$ cat src/inc/tpwm_pkg.sv
// Purpose: shared constants for the timer pwm output block
// Assumes: 32-bit axi4-lite register bus, one aligned word per register
// Notes:   offsets chosen for this block; count clock derived from CLK prescaler
`default_nettype none
package tpwm_pkg;
  // register byte offsets
  localparam logic [7:0] OFF_MODE   = 8'h00;
  localparam logic [7:0] OFF_PERIOD = 8'h04;
  localparam logic [7:0] OFF_DUTY   = 8'h08;
  localparam logic [7:0] OFF_STATUS = 8'h0c;
  localparam logic [7:0] OFF_COUNT  = 8'h10;
  // mode register fields
  localparam int MODE_RUN_BIT  = 7;
  localparam int MODE_CKS_LSB  = 4;
  localparam int MODE_MD_LSB   = 2;
  localparam int MODE_LEV_BIT  = 1;
  localparam int MODE_OEN_BIT  = 0;
  localparam logic [1:0] MD_INTERVAL = 2'h0;
  localparam logic [1:0] MD_PWM      = 2'h2;
  // reset values
  localparam logic [7:0] RST_MODE   = 8'h00;
  localparam logic [7:0] RST_PERIOD = 8'h00;
  localparam logic [7:0] RST_DUTY   = 8'h00;
  // count clock divide shifts by clock select code
  localparam logic [3:0] SHIFT_0 = 4'h0;
  localparam logic [3:0] SHIFT_1 = 4'h2;
  localparam logic [3:0] SHIFT_2 = 4'h4;
  localparam logic [3:0] SHIFT_3 = 4'h6;
  localparam logic [3:0] SHIFT_4 = 4'hc;
  localparam logic [3:0] SHIFT_5 = 4'h7;
  // least count clocks between staging write and transfer
  localparam logic [1:0] XFER_MIN_CNT = 2'h3;
  localparam logic [1:0] AXI_OKAY   = 2'h0;
  localparam logic [1:0] AXI_SLVERR = 2'h2;
endpackage
`default_nettype wire

$ cat src/logic/tpwm_top.sv
// Purpose: 8-bit timer pwm output channel with axi4-lite registers
// Assumes: single clock CLK at 10 MHz, NRST async active low
// Notes:   count clock is an enable derived from CLK by a prescaler
`timescale 1ns/1ps
`default_nettype none
module tpwm_top (
  input  wire logic        CLK,
  input  wire logic        NRST,
  input  wire logic [7:0]  S_AXI_AWADDR,
  input  wire logic        S_AXI_AWVALID,
  output logic             S_AXI_AWREADY,
  input  wire logic [31:0] S_AXI_WDATA,
  input  wire logic [3:0]  S_AXI_WSTRB,
  input  wire logic        S_AXI_WVALID,
  output logic             S_AXI_WREADY,
  output logic [1:0]       S_AXI_BRESP,
  output logic             S_AXI_BVALID,
  input  wire logic        S_AXI_BREADY,
  input  wire logic [7:0]  S_AXI_ARADDR,
  input  wire logic        S_AXI_ARVALID,
  output logic             S_AXI_ARREADY,
  output logic [31:0]      S_AXI_RDATA,
  output logic [1:0]       S_AXI_RRESP,
  output logic             S_AXI_RVALID,
  input  wire logic        S_AXI_RREADY,
  output logic             PULSE_OUTPUT,
  output logic             PERIOD_MATCH_IRQ
);

  typedef enum logic [1:0] {
    TPWM_CMP_PERIOD = 2'b01,
    TPWM_CMP_DUTY   = 2'b10
  } tpwm_cmp_e;

  // write channel capture
  logic [7:0]  awaddr_q;
  logic        aw_have_q;
  logic [31:0] wdata_q;
  logic        w_have_q;
  logic        bvalid_q;
  logic [31:0] rdata_q;
  logic        rvalid_q;
  logic [1:0]  rresp_q;
  logic [1:0]  bresp_q;

  logic [7:0]  mode_q;
  logic [7:0]  period_q;
  logic [7:0]  stage_q;
  logic [7:0]  duty_q;
  logic        stage_pend_q;
  logic [1:0]  stage_age_q;
  logic        duty_armed_q;
  logic [7:0]  cnt_q;
  logic        masked_q;
  tpwm_cmp_e   sel_q;
  logic        out_act_q;
  logic        irq_q;
  logic [11:0] pre_q;
  logic        ps_tick_q;

  wire do_write  = aw_have_q && w_have_q && !bvalid_q;
  wire wr_mode   = do_write && awaddr_q == tpwm_pkg::OFF_MODE;
  wire wr_period = do_write && awaddr_q == tpwm_pkg::OFF_PERIOD;
  wire wr_duty   = do_write && awaddr_q == tpwm_pkg::OFF_DUTY;
  wire wr_ok     = wr_mode || wr_period || wr_duty;

  wire       run      = mode_q[tpwm_pkg::MODE_RUN_BIT];
  wire       idle_lev = mode_q[tpwm_pkg::MODE_LEV_BIT];
  wire       oen      = mode_q[tpwm_pkg::MODE_OEN_BIT];
  wire [2:0] cks      = mode_q[tpwm_pkg::MODE_CKS_LSB +: 3];
  wire [1:0] md       = mode_q[tpwm_pkg::MODE_MD_LSB +: 2];
  wire       pwm_mode = md == tpwm_pkg::MD_PWM;

  function automatic logic [3:0] cks_shift(input logic [2:0] sel);
    unique case (sel)
      3'h0:    cks_shift = tpwm_pkg::SHIFT_0;
      3'h1:    cks_shift = tpwm_pkg::SHIFT_1;
      3'h2:    cks_shift = tpwm_pkg::SHIFT_2;
      3'h3:    cks_shift = tpwm_pkg::SHIFT_3;
      3'h4:    cks_shift = tpwm_pkg::SHIFT_4;
      default: cks_shift = tpwm_pkg::SHIFT_5;
    endcase
  endfunction

  // count clock enable: one CLK pulse every 2^shift cycles
  wire [11:0] pre_mask = 12'((13'h1 << cks_shift(cks)) - 13'h1);
  wire        tick_d   = run && ((pre_q & pre_mask) == pre_mask);
  wire        tick     = ps_tick_q;

  // comparison target and matches
  wire [7:0] cmp_val     = (sel_q == TPWM_CMP_PERIOD) ? period_q : duty_q;
  wire       match_cmp   = tick && !masked_q && cnt_q == cmp_val;
  wire       period_hit  = match_cmp && (sel_q == TPWM_CMP_PERIOD || !pwm_mode);
  wire       duty_hit    = match_cmp && sel_q == TPWM_CMP_DUTY && pwm_mode;
  // staged duty moves only once aged three count clocks
  wire       xfer        = duty_hit && stage_pend_q && stage_age_q == tpwm_pkg::XFER_MIN_CNT;

  assign S_AXI_AWREADY = !aw_have_q && !bvalid_q;
  assign S_AXI_WREADY  = !w_have_q && !bvalid_q;
  assign S_AXI_BVALID  = bvalid_q;
  assign S_AXI_BRESP   = bresp_q;
  assign S_AXI_ARREADY = !rvalid_q;
  assign S_AXI_RVALID  = rvalid_q;
  assign S_AXI_RDATA   = rdata_q;
  assign S_AXI_RRESP   = rresp_q;

  // output drive: idle level when stopped or inactive
  wire pulse_d = oen ? (idle_lev ^ out_act_q) : idle_lev;

  always_ff @(posedge CLK or negedge NRST) begin
    if (!NRST) begin
      aw_have_q <= 1'b0;
      awaddr_q  <= 8'h00;
    end else if (S_AXI_AWVALID && S_AXI_AWREADY) begin
      aw_have_q <= 1'b1;
      awaddr_q  <= S_AXI_AWADDR;
    end else if (do_write) begin
      aw_have_q <= 1'b0;
    end
  end

  always_ff @(posedge CLK or negedge NRST) begin
    if (!NRST) begin
      w_have_q <= 1'b0;
      wdata_q  <= 32'h0;
    end else if (S_AXI_WVALID && S_AXI_WREADY) begin
      w_have_q <= 1'b1;
      wdata_q  <= S_AXI_WDATA & {{8{S_AXI_WSTRB[3]}}, {8{S_AXI_WSTRB[2]}}, {8{S_AXI_WSTRB[1]}}, {8{S_AXI_WSTRB[0]}}};
    end else if (do_write) begin
      w_have_q <= 1'b0;
    end
  end

  always_ff @(posedge CLK or negedge NRST) begin
    if (!NRST) begin
      bvalid_q <= 1'b0;
      bresp_q  <= tpwm_pkg::AXI_OKAY;
    end else if (do_write) begin
      bvalid_q <= 1'b1;
      bresp_q  <= wr_ok ? tpwm_pkg::AXI_OKAY : tpwm_pkg::AXI_SLVERR;
    end else if (S_AXI_BREADY) begin
      bvalid_q <= 1'b0;
    end
  end

  // read mux; status shows live block state
  wire [31:0] rd_mux =
    (S_AXI_ARADDR == tpwm_pkg::OFF_MODE)   ? {24'h0, mode_q} :
    (S_AXI_ARADDR == tpwm_pkg::OFF_PERIOD) ? {24'h0, period_q} :
    (S_AXI_ARADDR == tpwm_pkg::OFF_DUTY)   ? {24'h0, stage_q} :
    (S_AXI_ARADDR == tpwm_pkg::OFF_STATUS) ? {28'h0, stage_pend_q, irq_q, out_act_q, sel_q == TPWM_CMP_DUTY} :
    (S_AXI_ARADDR == tpwm_pkg::OFF_COUNT)  ? {24'h0, cnt_q} : 32'h0;
  wire rd_ok = S_AXI_ARADDR == tpwm_pkg::OFF_MODE || S_AXI_ARADDR == tpwm_pkg::OFF_PERIOD
            || S_AXI_ARADDR == tpwm_pkg::OFF_DUTY || S_AXI_ARADDR == tpwm_pkg::OFF_STATUS
            || S_AXI_ARADDR == tpwm_pkg::OFF_COUNT;

  always_ff @(posedge CLK or negedge NRST) begin
    if (!NRST) begin
      rvalid_q <= 1'b0;
      rdata_q  <= 32'h0;
      rresp_q  <= tpwm_pkg::AXI_OKAY;
    end else if (S_AXI_ARVALID && S_AXI_ARREADY) begin
      rvalid_q <= 1'b1;
      rdata_q  <= rd_mux;
      rresp_q  <= rd_ok ? tpwm_pkg::AXI_OKAY : tpwm_pkg::AXI_SLVERR;
    end else if (S_AXI_RREADY) begin
      rvalid_q <= 1'b0;
    end
  end

  // mode and period only change when stopped; run bit always writable
  always_ff @(posedge CLK or negedge NRST) begin
    if (!NRST) begin
      mode_q   <= tpwm_pkg::RST_MODE;
      period_q <= tpwm_pkg::RST_PERIOD;
    end else begin
      if (wr_mode) begin
        mode_q <= run ? {wdata_q[7], mode_q[6:0]} : wdata_q[7:0];
      end
      if (wr_period && !run) begin
        period_q <= wdata_q[7:0];
      end
    end
  end

  // duty staging: write latched at any phase, aged in count clocks
  always_ff @(posedge CLK or negedge NRST) begin
    if (!NRST) begin
      stage_q      <= tpwm_pkg::RST_DUTY;
      stage_pend_q <= 1'b0;
      stage_age_q  <= 2'h0;
    end else if (wr_duty) begin
      stage_q      <= wdata_q[7:0];
      stage_pend_q <= 1'b1;
      stage_age_q  <= 2'h0;
    end else begin
      if (xfer || !run) begin
        stage_pend_q <= 1'b0;
      end
      if (tick && stage_age_q != tpwm_pkg::XFER_MIN_CNT) begin
        stage_age_q <= stage_age_q + 2'h1;
      end
    end
  end

  // active duty: loaded at start, then only on old-value match
  always_ff @(posedge CLK or negedge NRST) begin
    if (!NRST) begin
      duty_q       <= tpwm_pkg::RST_DUTY;
      duty_armed_q <= 1'b0;
    end else if (!run) begin
      duty_armed_q <= 1'b0;
    end else if (!duty_armed_q) begin
      duty_q       <= stage_q;
      duty_armed_q <= 1'b1;
    end else if (xfer) begin
      duty_q <= stage_q;
    end
  end

  always_ff @(posedge CLK or negedge NRST) begin
    if (!NRST) begin
      pre_q     <= 12'h0;
      ps_tick_q <= 1'b0;
    end else begin
      pre_q     <= run ? pre_q + 12'h1 : 12'h0;
      ps_tick_q <= tick_d;
    end
  end

  // counter and compare sequencing
  always_ff @(posedge CLK or negedge NRST) begin
    if (!NRST) begin
      cnt_q     <= 8'h00;
      masked_q  <= 1'b1;
      sel_q     <= TPWM_CMP_PERIOD;
      out_act_q <= 1'b0;
      irq_q     <= 1'b0;
    end else if (!run) begin
      cnt_q     <= 8'h00;
      masked_q  <= 1'b1;
      sel_q     <= TPWM_CMP_PERIOD;
      out_act_q <= 1'b0;
      irq_q     <= 1'b0;
    end else begin
      irq_q <= period_hit;
      if (tick && masked_q) begin
        masked_q <= 1'b0;
      end else if (period_hit) begin
        cnt_q <= 8'h00;
        if (pwm_mode) begin
          sel_q     <= TPWM_CMP_DUTY;
          out_act_q <= 1'b1;
        end else begin
          out_act_q <= !out_act_q;
        end
      end else if (duty_hit) begin
        cnt_q     <= cnt_q + 8'h01;
        sel_q     <= TPWM_CMP_PERIOD;
        out_act_q <= 1'b0;
      end else if (tick) begin
        cnt_q <= cnt_q + 8'h01;
      end
    end
  end

  always_ff @(posedge CLK or negedge NRST) begin
    if (!NRST) begin
      PULSE_OUTPUT <= 1'b0;
    end else begin
      PULSE_OUTPUT <= pulse_d;
    end
  end

  assign PERIOD_MATCH_IRQ = irq_q;

  chk_stop_quiet : assert property (@(posedge CLK) disable iff (!NRST)
    !run |=> !irq_q && !out_act_q)
    else $error("stopped timer left irq or output active");

  chk_irq_clears : assert property (@(posedge CLK) disable iff (!NRST)
    period_hit && run |=> irq_q && cnt_q == 8'h00)
    else $error("period match did not clear counter and pulse irq");

  chk_duty_noirq : assert property (@(posedge CLK) disable iff (!NRST)
    duty_hit && run |=> !irq_q && !out_act_q && sel_q == TPWM_CMP_PERIOD)
    else $error("duty match misbehaved");

  chk_mask_first : assert property (@(posedge CLK) disable iff (!NRST)
    $rose(run) |-> !out_act_q ##1 cnt_q == 8'h00)
    else $error("output active or count moved at start");

  chk_stop_zero : assert property (@(posedge CLK) disable iff (!NRST)
    !run && $past(!run) |-> cnt_q == 8'h00)
    else $error("counter not held at zero while stopped");

  chk_xfer_aged : assert property (@(posedge CLK) disable iff (!NRST)
    duty_hit && run && stage_pend_q && stage_age_q != tpwm_pkg::XFER_MIN_CNT |=> duty_q == $past(duty_q))
    else $error("duty transferred too early");

  chk_duty_move : assert property (@(posedge CLK) disable iff (!NRST)
    xfer && run |=> duty_q == $past(stage_q))
    else $error("staged duty not transferred on match");

  chk_polarity : assert property (@(posedge CLK) disable iff (!NRST)
    !run && $past(!run) |=> PULSE_OUTPUT == $past(idle_lev))
    else $error("idle level wrong");

  chk_count_step : assert property (@(posedge CLK) disable iff (!NRST)
    run && tick && !masked_q && !match_cmp |=> cnt_q == $past(cnt_q) + 8'h01)
    else $error("counter did not step");

  chk_duty_write : assert property (@(posedge CLK) disable iff (!NRST)
    wr_duty && run && !tick |=> cnt_q == $past(cnt_q))
    else $error("duty write disturbed counter");

endmodule
`default_nettype wire

$ cat config.mk
export PLATFORM = sky130hd
export DESIGN_NAME = tpwm_top
export DESIGN_NICKNAME = d
export VERILOG_FILES = /design/src/inc/tpwm_pkg.sv /design/src/logic/tpwm_top.sv
export SDC_FILE = /design/constraint.sdc
export NUM_CORES = 1
export LEC_CHECK = 0
export CAP_MARGIN = 20
export CORE_MARGIN = 2
export CORE_UTILIZATION = 30
export CTS_BUF_LIST = sky130_fd_sc_hd__clkbuf_4
export CTS_CLUSTER_SIZE = 24
export DETAILED_ROUTE_END_ITERATION = 10
export DONT_BUFFER_PORTS = 1
export GPL_TIMING_DRIVEN = 1
export HOLD_SLACK_MARGIN = 0.08
export PLACE_DENSITY = 0.52
export REMOVE_ABC_BUFFERS = 1
export SYNTH_ARGS = -nofsm -noshare
export SYNTH_HDL_FRONTEND = slang
export SYNTH_SLANG_ARGS = --single-unit
$ cat constraint.sdc
create_clock -name CLK -period 6.59 [get_ports CLK]
set_input_delay 0 -clock CLK [delete_from_list [all_inputs] [get_ports CLK]]
set_output_delay 0 -clock CLK [all_outputs]
set_load 0.05 [all_outputs]
**Word-level counts from Yosys, hierarchy flattened**

Cells that the tools add are included.

- Flip-flop bits (word level): 119
- Input port bits: 59
- Output and inout port bits: 43

- Add/subtract/negate cells: 4
- Equal/unequal tests: 23
- Shift operators: 1
- Mux-type cells: 43
- Bitwise operators: 4
- Reductions and logical operators: 51

Operators with widths:

| kind | count |
|---|---|
| $mux 8 | 13 |
| $eq 8x4->1 const B | 3 |
| $logic_and 1x1->1 | 21 |
| $pmux 4 s5 | 1 |
| $mux 1 | 19 |
| $mux 2 | 9 |
| $eq 8x3->1 const B | 2 |
| $logic_not 8->1 | 2 |
| $add 12x1->12 const B | 1 |
| $and 12x12->12 | 1 |
| $eq 12x12->1 | 1 |
| $mux 12 | 1 |
| $reduce_bool 2->1 | 6 |
| $shl 1x4->12 const A | 1 |
| $sub 12x1->12 const B | 1 |
| $add 8x1->8 const B | 1 |
| $and 8x8->8 | 1 |
| $eq 8x5->1 const B | 1 |
| $eq 8x8->1 | 1 |
| $logic_not 1->1 | 8 |
| $logic_or 1x1->1 | 8 |
| $reduce_and 2->1 | 4 |
| $eq 2x2->1 const B | 3 |
| $eq 3x2->1 const B | 2 |
| 13 further kinds | 15 |

**Longest topological paths before layout**

- Depth in word-level cells: 11
- Depth in mapped cells: 9
- Gate-level depth less buffers: 8

**Worst setup path before layout**

No wires, ideal clock.

- Path type: flip-flop to flip-flop
- From: reg sel_q[0]
- To: reg duty_q[0]
- Setup time: 125 ps
- Arrival time: 2430 ps
- Required time: 6465 ps
- Path slack: 4035 ps
- Stages on the path, launching flop included: 10
- Path buffers: 3
- Clock period less this slack: 2555 ps
- Path through: dfstp_2 > and2b_2 > buf_6 > o21a_1 > o2bb2ai_1 > or4_1 > buf_2 > o32a_1 > buf_6 > mux2_4

- Cells in the longest elaborated chain, start to end: 10
- Elaborated cells between the ends (all ways): 11
- Those cells by class: eq/ne (4); mux (1); reduce/logical (6)

RTL lines:

| item | RTL line | RTL |
|---|---|---|
| from (decl) | tpwm_top.sv:55 | `tpwm_cmp_e sel_q;` |
| from (signal assigned) | tpwm_top.sv:236 | `sel_q <= TPWM_CMP_PERIOD;` |
| from (signal assigned) | tpwm_top.sv:242 | `sel_q <= TPWM_CMP_PERIOD;` |
| from (signal assigned) | tpwm_top.sv:252 | `sel_q <= TPWM_CMP_DUTY;` |
| $eq 2x1->1 | tpwm_top.sv:91 | `wire [7:0] cmp_val = (sel_q == TPWM_CMP_PERIOD) ? period_q : duty_q;` |
| $mux 8 | tpwm_top.sv:91 |  |
| $eq 8x8->1 | tpwm_top.sv:92 | `wire match_cmp = tick && !masked_q && cnt_q == cmp_val;` |
| $logic_and 1x1->1 | tpwm_top.sv:92 |  |
| $logic_and 1x1->1 * (2 in a row) | tpwm_top.sv:94 | `wire duty_hit = match_cmp && sel_q == TPWM_CMP_DUTY && pwm_mode;` |
| $logic_and 1x1->1 * (2 in a row) | tpwm_top.sv:96 | `wire xfer = duty_hit && stage_pend_q && stage_age_q == tpwm_pkg::XFER_MIN_CNT;` |
| $ne 2x1->1 (no source line) * | - |  |
| $reduce_and 2->1 (no source line) * | - |  |
| to (signal assigned) | tpwm_top.sv:209 | `duty_q <= tpwm_pkg::RST_DUTY;` |
| to (signal assigned) | tpwm_top.sv:214 | `duty_q <= stage_q;` |
| to (signal assigned) | tpwm_top.sv:217 | `duty_q <= stage_q;` |
| to (decl) | tpwm_top.sv:49 | `logic [7:0] duty_q;` |

Every way passes the cells marked *; elsewhere a longest branch is shown, timed or not.
A chain may end at the register's enable or synchronous reset.

**Worst setup path in the final report**

- From: in S_AXI_ARADDR[3]
- To: reg rdata_q[2], in the netlist S_AXI_RDATA[2]

- Cells in the longest elaborated chain, start to end: 6
- Elaborated cells between the ends (all ways): 10
- Those cells by class: eq/ne (4); mux (5); reduce/logical (1)

RTL lines:

| item | RTL line | RTL |
|---|---|---|
| from (decl) | tpwm_top.sv:19 | `input wire logic [7:0] S_AXI_ARADDR,` |
| $eq 8x5->1 | tpwm_top.sv:152 | `(S_AXI_ARADDR == tpwm_pkg::OFF_COUNT) ? {24'h0, cnt_q} : 32'h0;` |
| $mux 8 | tpwm_top.sv:152 |  |
| $mux 8 | tpwm_top.sv:151 | `(S_AXI_ARADDR == tpwm_pkg::OFF_STATUS) ? {28'h0, stage_pend_q, irq_q, out_act_q, sel_q == TPWM_CMP_DUTY} :` |
| $mux 8 | tpwm_top.sv:150 | `(S_AXI_ARADDR == tpwm_pkg::OFF_DUTY) ? {24'h0, stage_q} :` |
| $mux 8 | tpwm_top.sv:149 | `(S_AXI_ARADDR == tpwm_pkg::OFF_PERIOD) ? {24'h0, period_q} :` |
| $mux 8 * | tpwm_top.sv:148 | `(S_AXI_ARADDR == tpwm_pkg::OFF_MODE) ? {24'h0, mode_q} :` |
| to (signal assigned) | tpwm_top.sv:164 | `rdata_q <= rd_mux;` |
| to (decl) | tpwm_top.sv:41 | `logic [31:0] rdata_q;` |

Marks and branches as above.

==> reports/metrics.yaml <==
cpPeakStageDelay_ns: 0.73
async_reset_ff_share_pct: 100
path_clk_slew_ns: 0.16
die-area_mm2: 0.0167
ctsHoldBuffers: 57
peakVddDrop_uv: 221
hold_path_depth: 5
critPathCaptureType: "flip-flop"
crit_family: "buffers and inverters"
synth_area_leaders: "dfrtp_1 49%, mux2_2 7.7%, buf_4 4.2%, nand2_1 3.8%, nor2_1 2.7%"
min_from: "S_AXI_ARADDR[5]"
wl_mm: 11.0
antenna_found_initial: 1
drt_pass1_iterations: 4
r2r_setup_slack_ns: 3.51
reg2reg_from: "cnt_q[2]"
worst_pin_slew_ns: 1.06
cts_tree: "yes"
cts_inserted_buffers: 9
ant_nets: 0
cts-resized-gates: 0
clock_skew_ns: 0.0295
postLayoutSetupSlackWorst_ns: 3.13
fin_crit_ns: 3.46
ys.flop_type: "dfrtp_1"
yosysTopAreaCellShare_pct: 48.5
cap_violations: 0
start_util_pct: 30.8
num_rows: 45
synth_edf_count: 0
drive_gt1_share_pct: 13.2
grt_first_pass_wirelength_mm: 18.3
die_x_um: 129
slowest_stage: "nor4_1"
hold_path.class: "in2reg"
htree_levels: 3
drc: 0
relSlewSlack_pct: 28.5
dpl_worst_slack_ns: 3.67
detail_route.iter0.violations: 180
vias: 3490
setup_tns_ns: 0
crit_arrival_ns: 3.89
clkLatencyLatePin_ns: 0.48
yosys.area.top_type: "dfrtp_1"
grt_overflow: 0
critPathLaunchType: "primary input"
finalMaxSlewViolations: 0
nets: 566
grt_max_degree: 94
wl_per_cell_um: 15.2
p_total_mw: 1.53
holdPathEnd: "S_AXI_RDATA[7]"
grt_pass1_vias: 3505
synth_area_per_cell_um2: 10.5
clock-sinks: 93
path_buf_inv: 4
critical_path_class: "in2reg"
via_per_inst: 4.85
die_h_um: 129
period_share_pct: 52.5
rsz0062_at_grt: "no"
io_pins: 102
cts_setup_buffers: 0
critPathMostFrequentCell: "dlygate4sd3_1"
yosys_warnings: 0
ys_types: 61
core_mm2: 0.0153
grt_usage_pct: 14.1
fmax_ghz: 0.289
clock_path_buffers: 2
dp_hpwl_mm: 7.50
required_ns: 7.02
path_cells: "dlygate4sd3_1 > nor4_1 > nand3_1 > dlygate4sd3_1 > a21oi_1 > dlygate4sd3_1 > o21ai_0 > a211o_1 > a31oi_1 > dlygate4sd3_1"
clockRootBuffer: "clkbuf_4"
syn_to_final_growth_pct: 17.5
syn_area_mm2: 0.00469
final_util_pct: 36.1
place.gp.congestion: 0.828
ff2ff_path_depth: 8
netlist_instances: 448
synth_seq_cells: 93
setup_viol: 0
status: "completed"
port_buffers: 0
crit_fanout: 5
cp_num_cells: 10
r2r-end: "S_AXI_RDATA[2]"
synth_seq_area_share_pct: 49.7
p_leak_nw: 2.43
p_per_area_mw_per_mm2: 278
hold_viol: 0
==> cells in the final DEF (no fill, tap or decap), drive strengths merged, types with 15 or more instances in the layout <==
cell type and count:
conb 27, mux2 40, dfrtp 91, a21oi 15, nor2 34, nand2 47
dlygate4sd3 56, o21ai 24
==> cells in the mapped netlist (all sizes together), types with 3 or more instances <==
| cell type | instances |
|---|---|
| a31oi | 8 |
| mux2i | 8 |
| dfrtp | 91 |
| and3 | 5 |
| xor2 | 14 |
| nor2 | 34 |
| a21oi | 15 |
| nand3 | 14 |
| or4 | 4 |
| and2 | 3 |
| nor4 | 6 |
| ha | 4 |
| o21a | 3 |
| nand2 | 47 |
| inv | 12 |
| xnor2 | 6 |
| or3 | 10 |
| clkbuf | 10 |
| o31ai | 4 |
| a22oi | 8 |
| o21ai | 24 |
| nor3 | 4 |
| a21o | 3 |
| mux2 | 40 |
| buf | 31 |
| nand2b | 4 |
==> report_power, final <==
part | switching [mW] | total [mW] | internal [mW]
Sequential | 0.173 | 0.846 | 0.673
Clock | 0.203 | 0.281 | 0.0780
Combinational | 0.206 | 0.404 | 0.197
==> worst max-delay path by stage <==
stage / from / to / slack, ns
floorplan: S_AXI_BVALID / stage_q[0] / 3.86
global placement: sel_q[0] / duty_q[0] / 3.67
detailed placement: sel_q[0] / duty_q[2] / 3.67
CTS: S_AXI_ARADDR[3] / S_AXI_RDATA[2] / 3.23
global route: S_AXI_ARADDR[3] / S_AXI_RDATA[2] / 3.04
finish: S_AXI_ARADDR[3] / S_AXI_RDATA[2] / 3.13
==> metrics by stage <==
step | cell area (um^2) | hold WS (ns) | cells
2_1_floorplan | 4520 | -0.296 | 432
3_3_place_gp | 4810 | -0.290 | 646
3_5_place_dp | 4810 | -0.292 | 646
4_1_cts | 5510 | 0.0952 | 718
5_1_grt | 5510 | 0.140 | 719
6_report | 5510 | 0.119 | 719
==> per-layer routing <==
metal	up-vias	wire length (um)	GRT usage [%]
met5	-	0	0
met4	0	218	5.69
met3	18	431	2.77
met2	77	5230	22.9
met1	1746	5070	18.5
li1	1649	-	-
==> state kept, by name (all words and copies together), names as in the netlist, 2 cells and up <==
register / flops
S_AXI_RDATA: 8
awaddr_q: 8
cnt_q: 8
duty_q: 8
mode_q: 8
period_q: 8
pre_q: 12
sel_q: 2
stage_age_q: 2
stage_q: 8
wdata_q: 8
==> cell type report <==
cell class,instances,area (um^2)
tap,211,264
clock inverter,6,46.3
sequential,93,2330
timing repair buffer,60,611
inverter,12,45.0
antenna,1,2.50
multi-input combinational,327,2150
fill,1516,9740
clock buffer,9,67.6
==> logic make-up after synthesis <==
| kind of cell | count (synthesis) | share of synthesized area (%) |
|---|---|---|
| compound gates | 85 | 11.9 |
| xor+xnor | 20 | 3.73 |
| fa+ha+maj | 4 | 1.07 |
| buf+inv | 53 | 6.69 |
| flops | 93 | 49.7 |
| mux | 48 | 11.9 |
| other cells | 2 | 0.160 |
| simple gates | 143 | 14.9 |
==> worst reg2reg max path, stage by stage, from the launching register on <==
cell and delay, ns:
dfrtp_1 0.52, nand3_1 0.11, dlygate4sd3_1 0.59, a21oi_1 0.14, dlygate4sd3_1 0.58, o21ai_0 0.09
a211o_1 0.30, a31oi_1 0.16, dlygate4sd3_1 0.56
No activity file was read; power rests on OpenSTA's default activity.
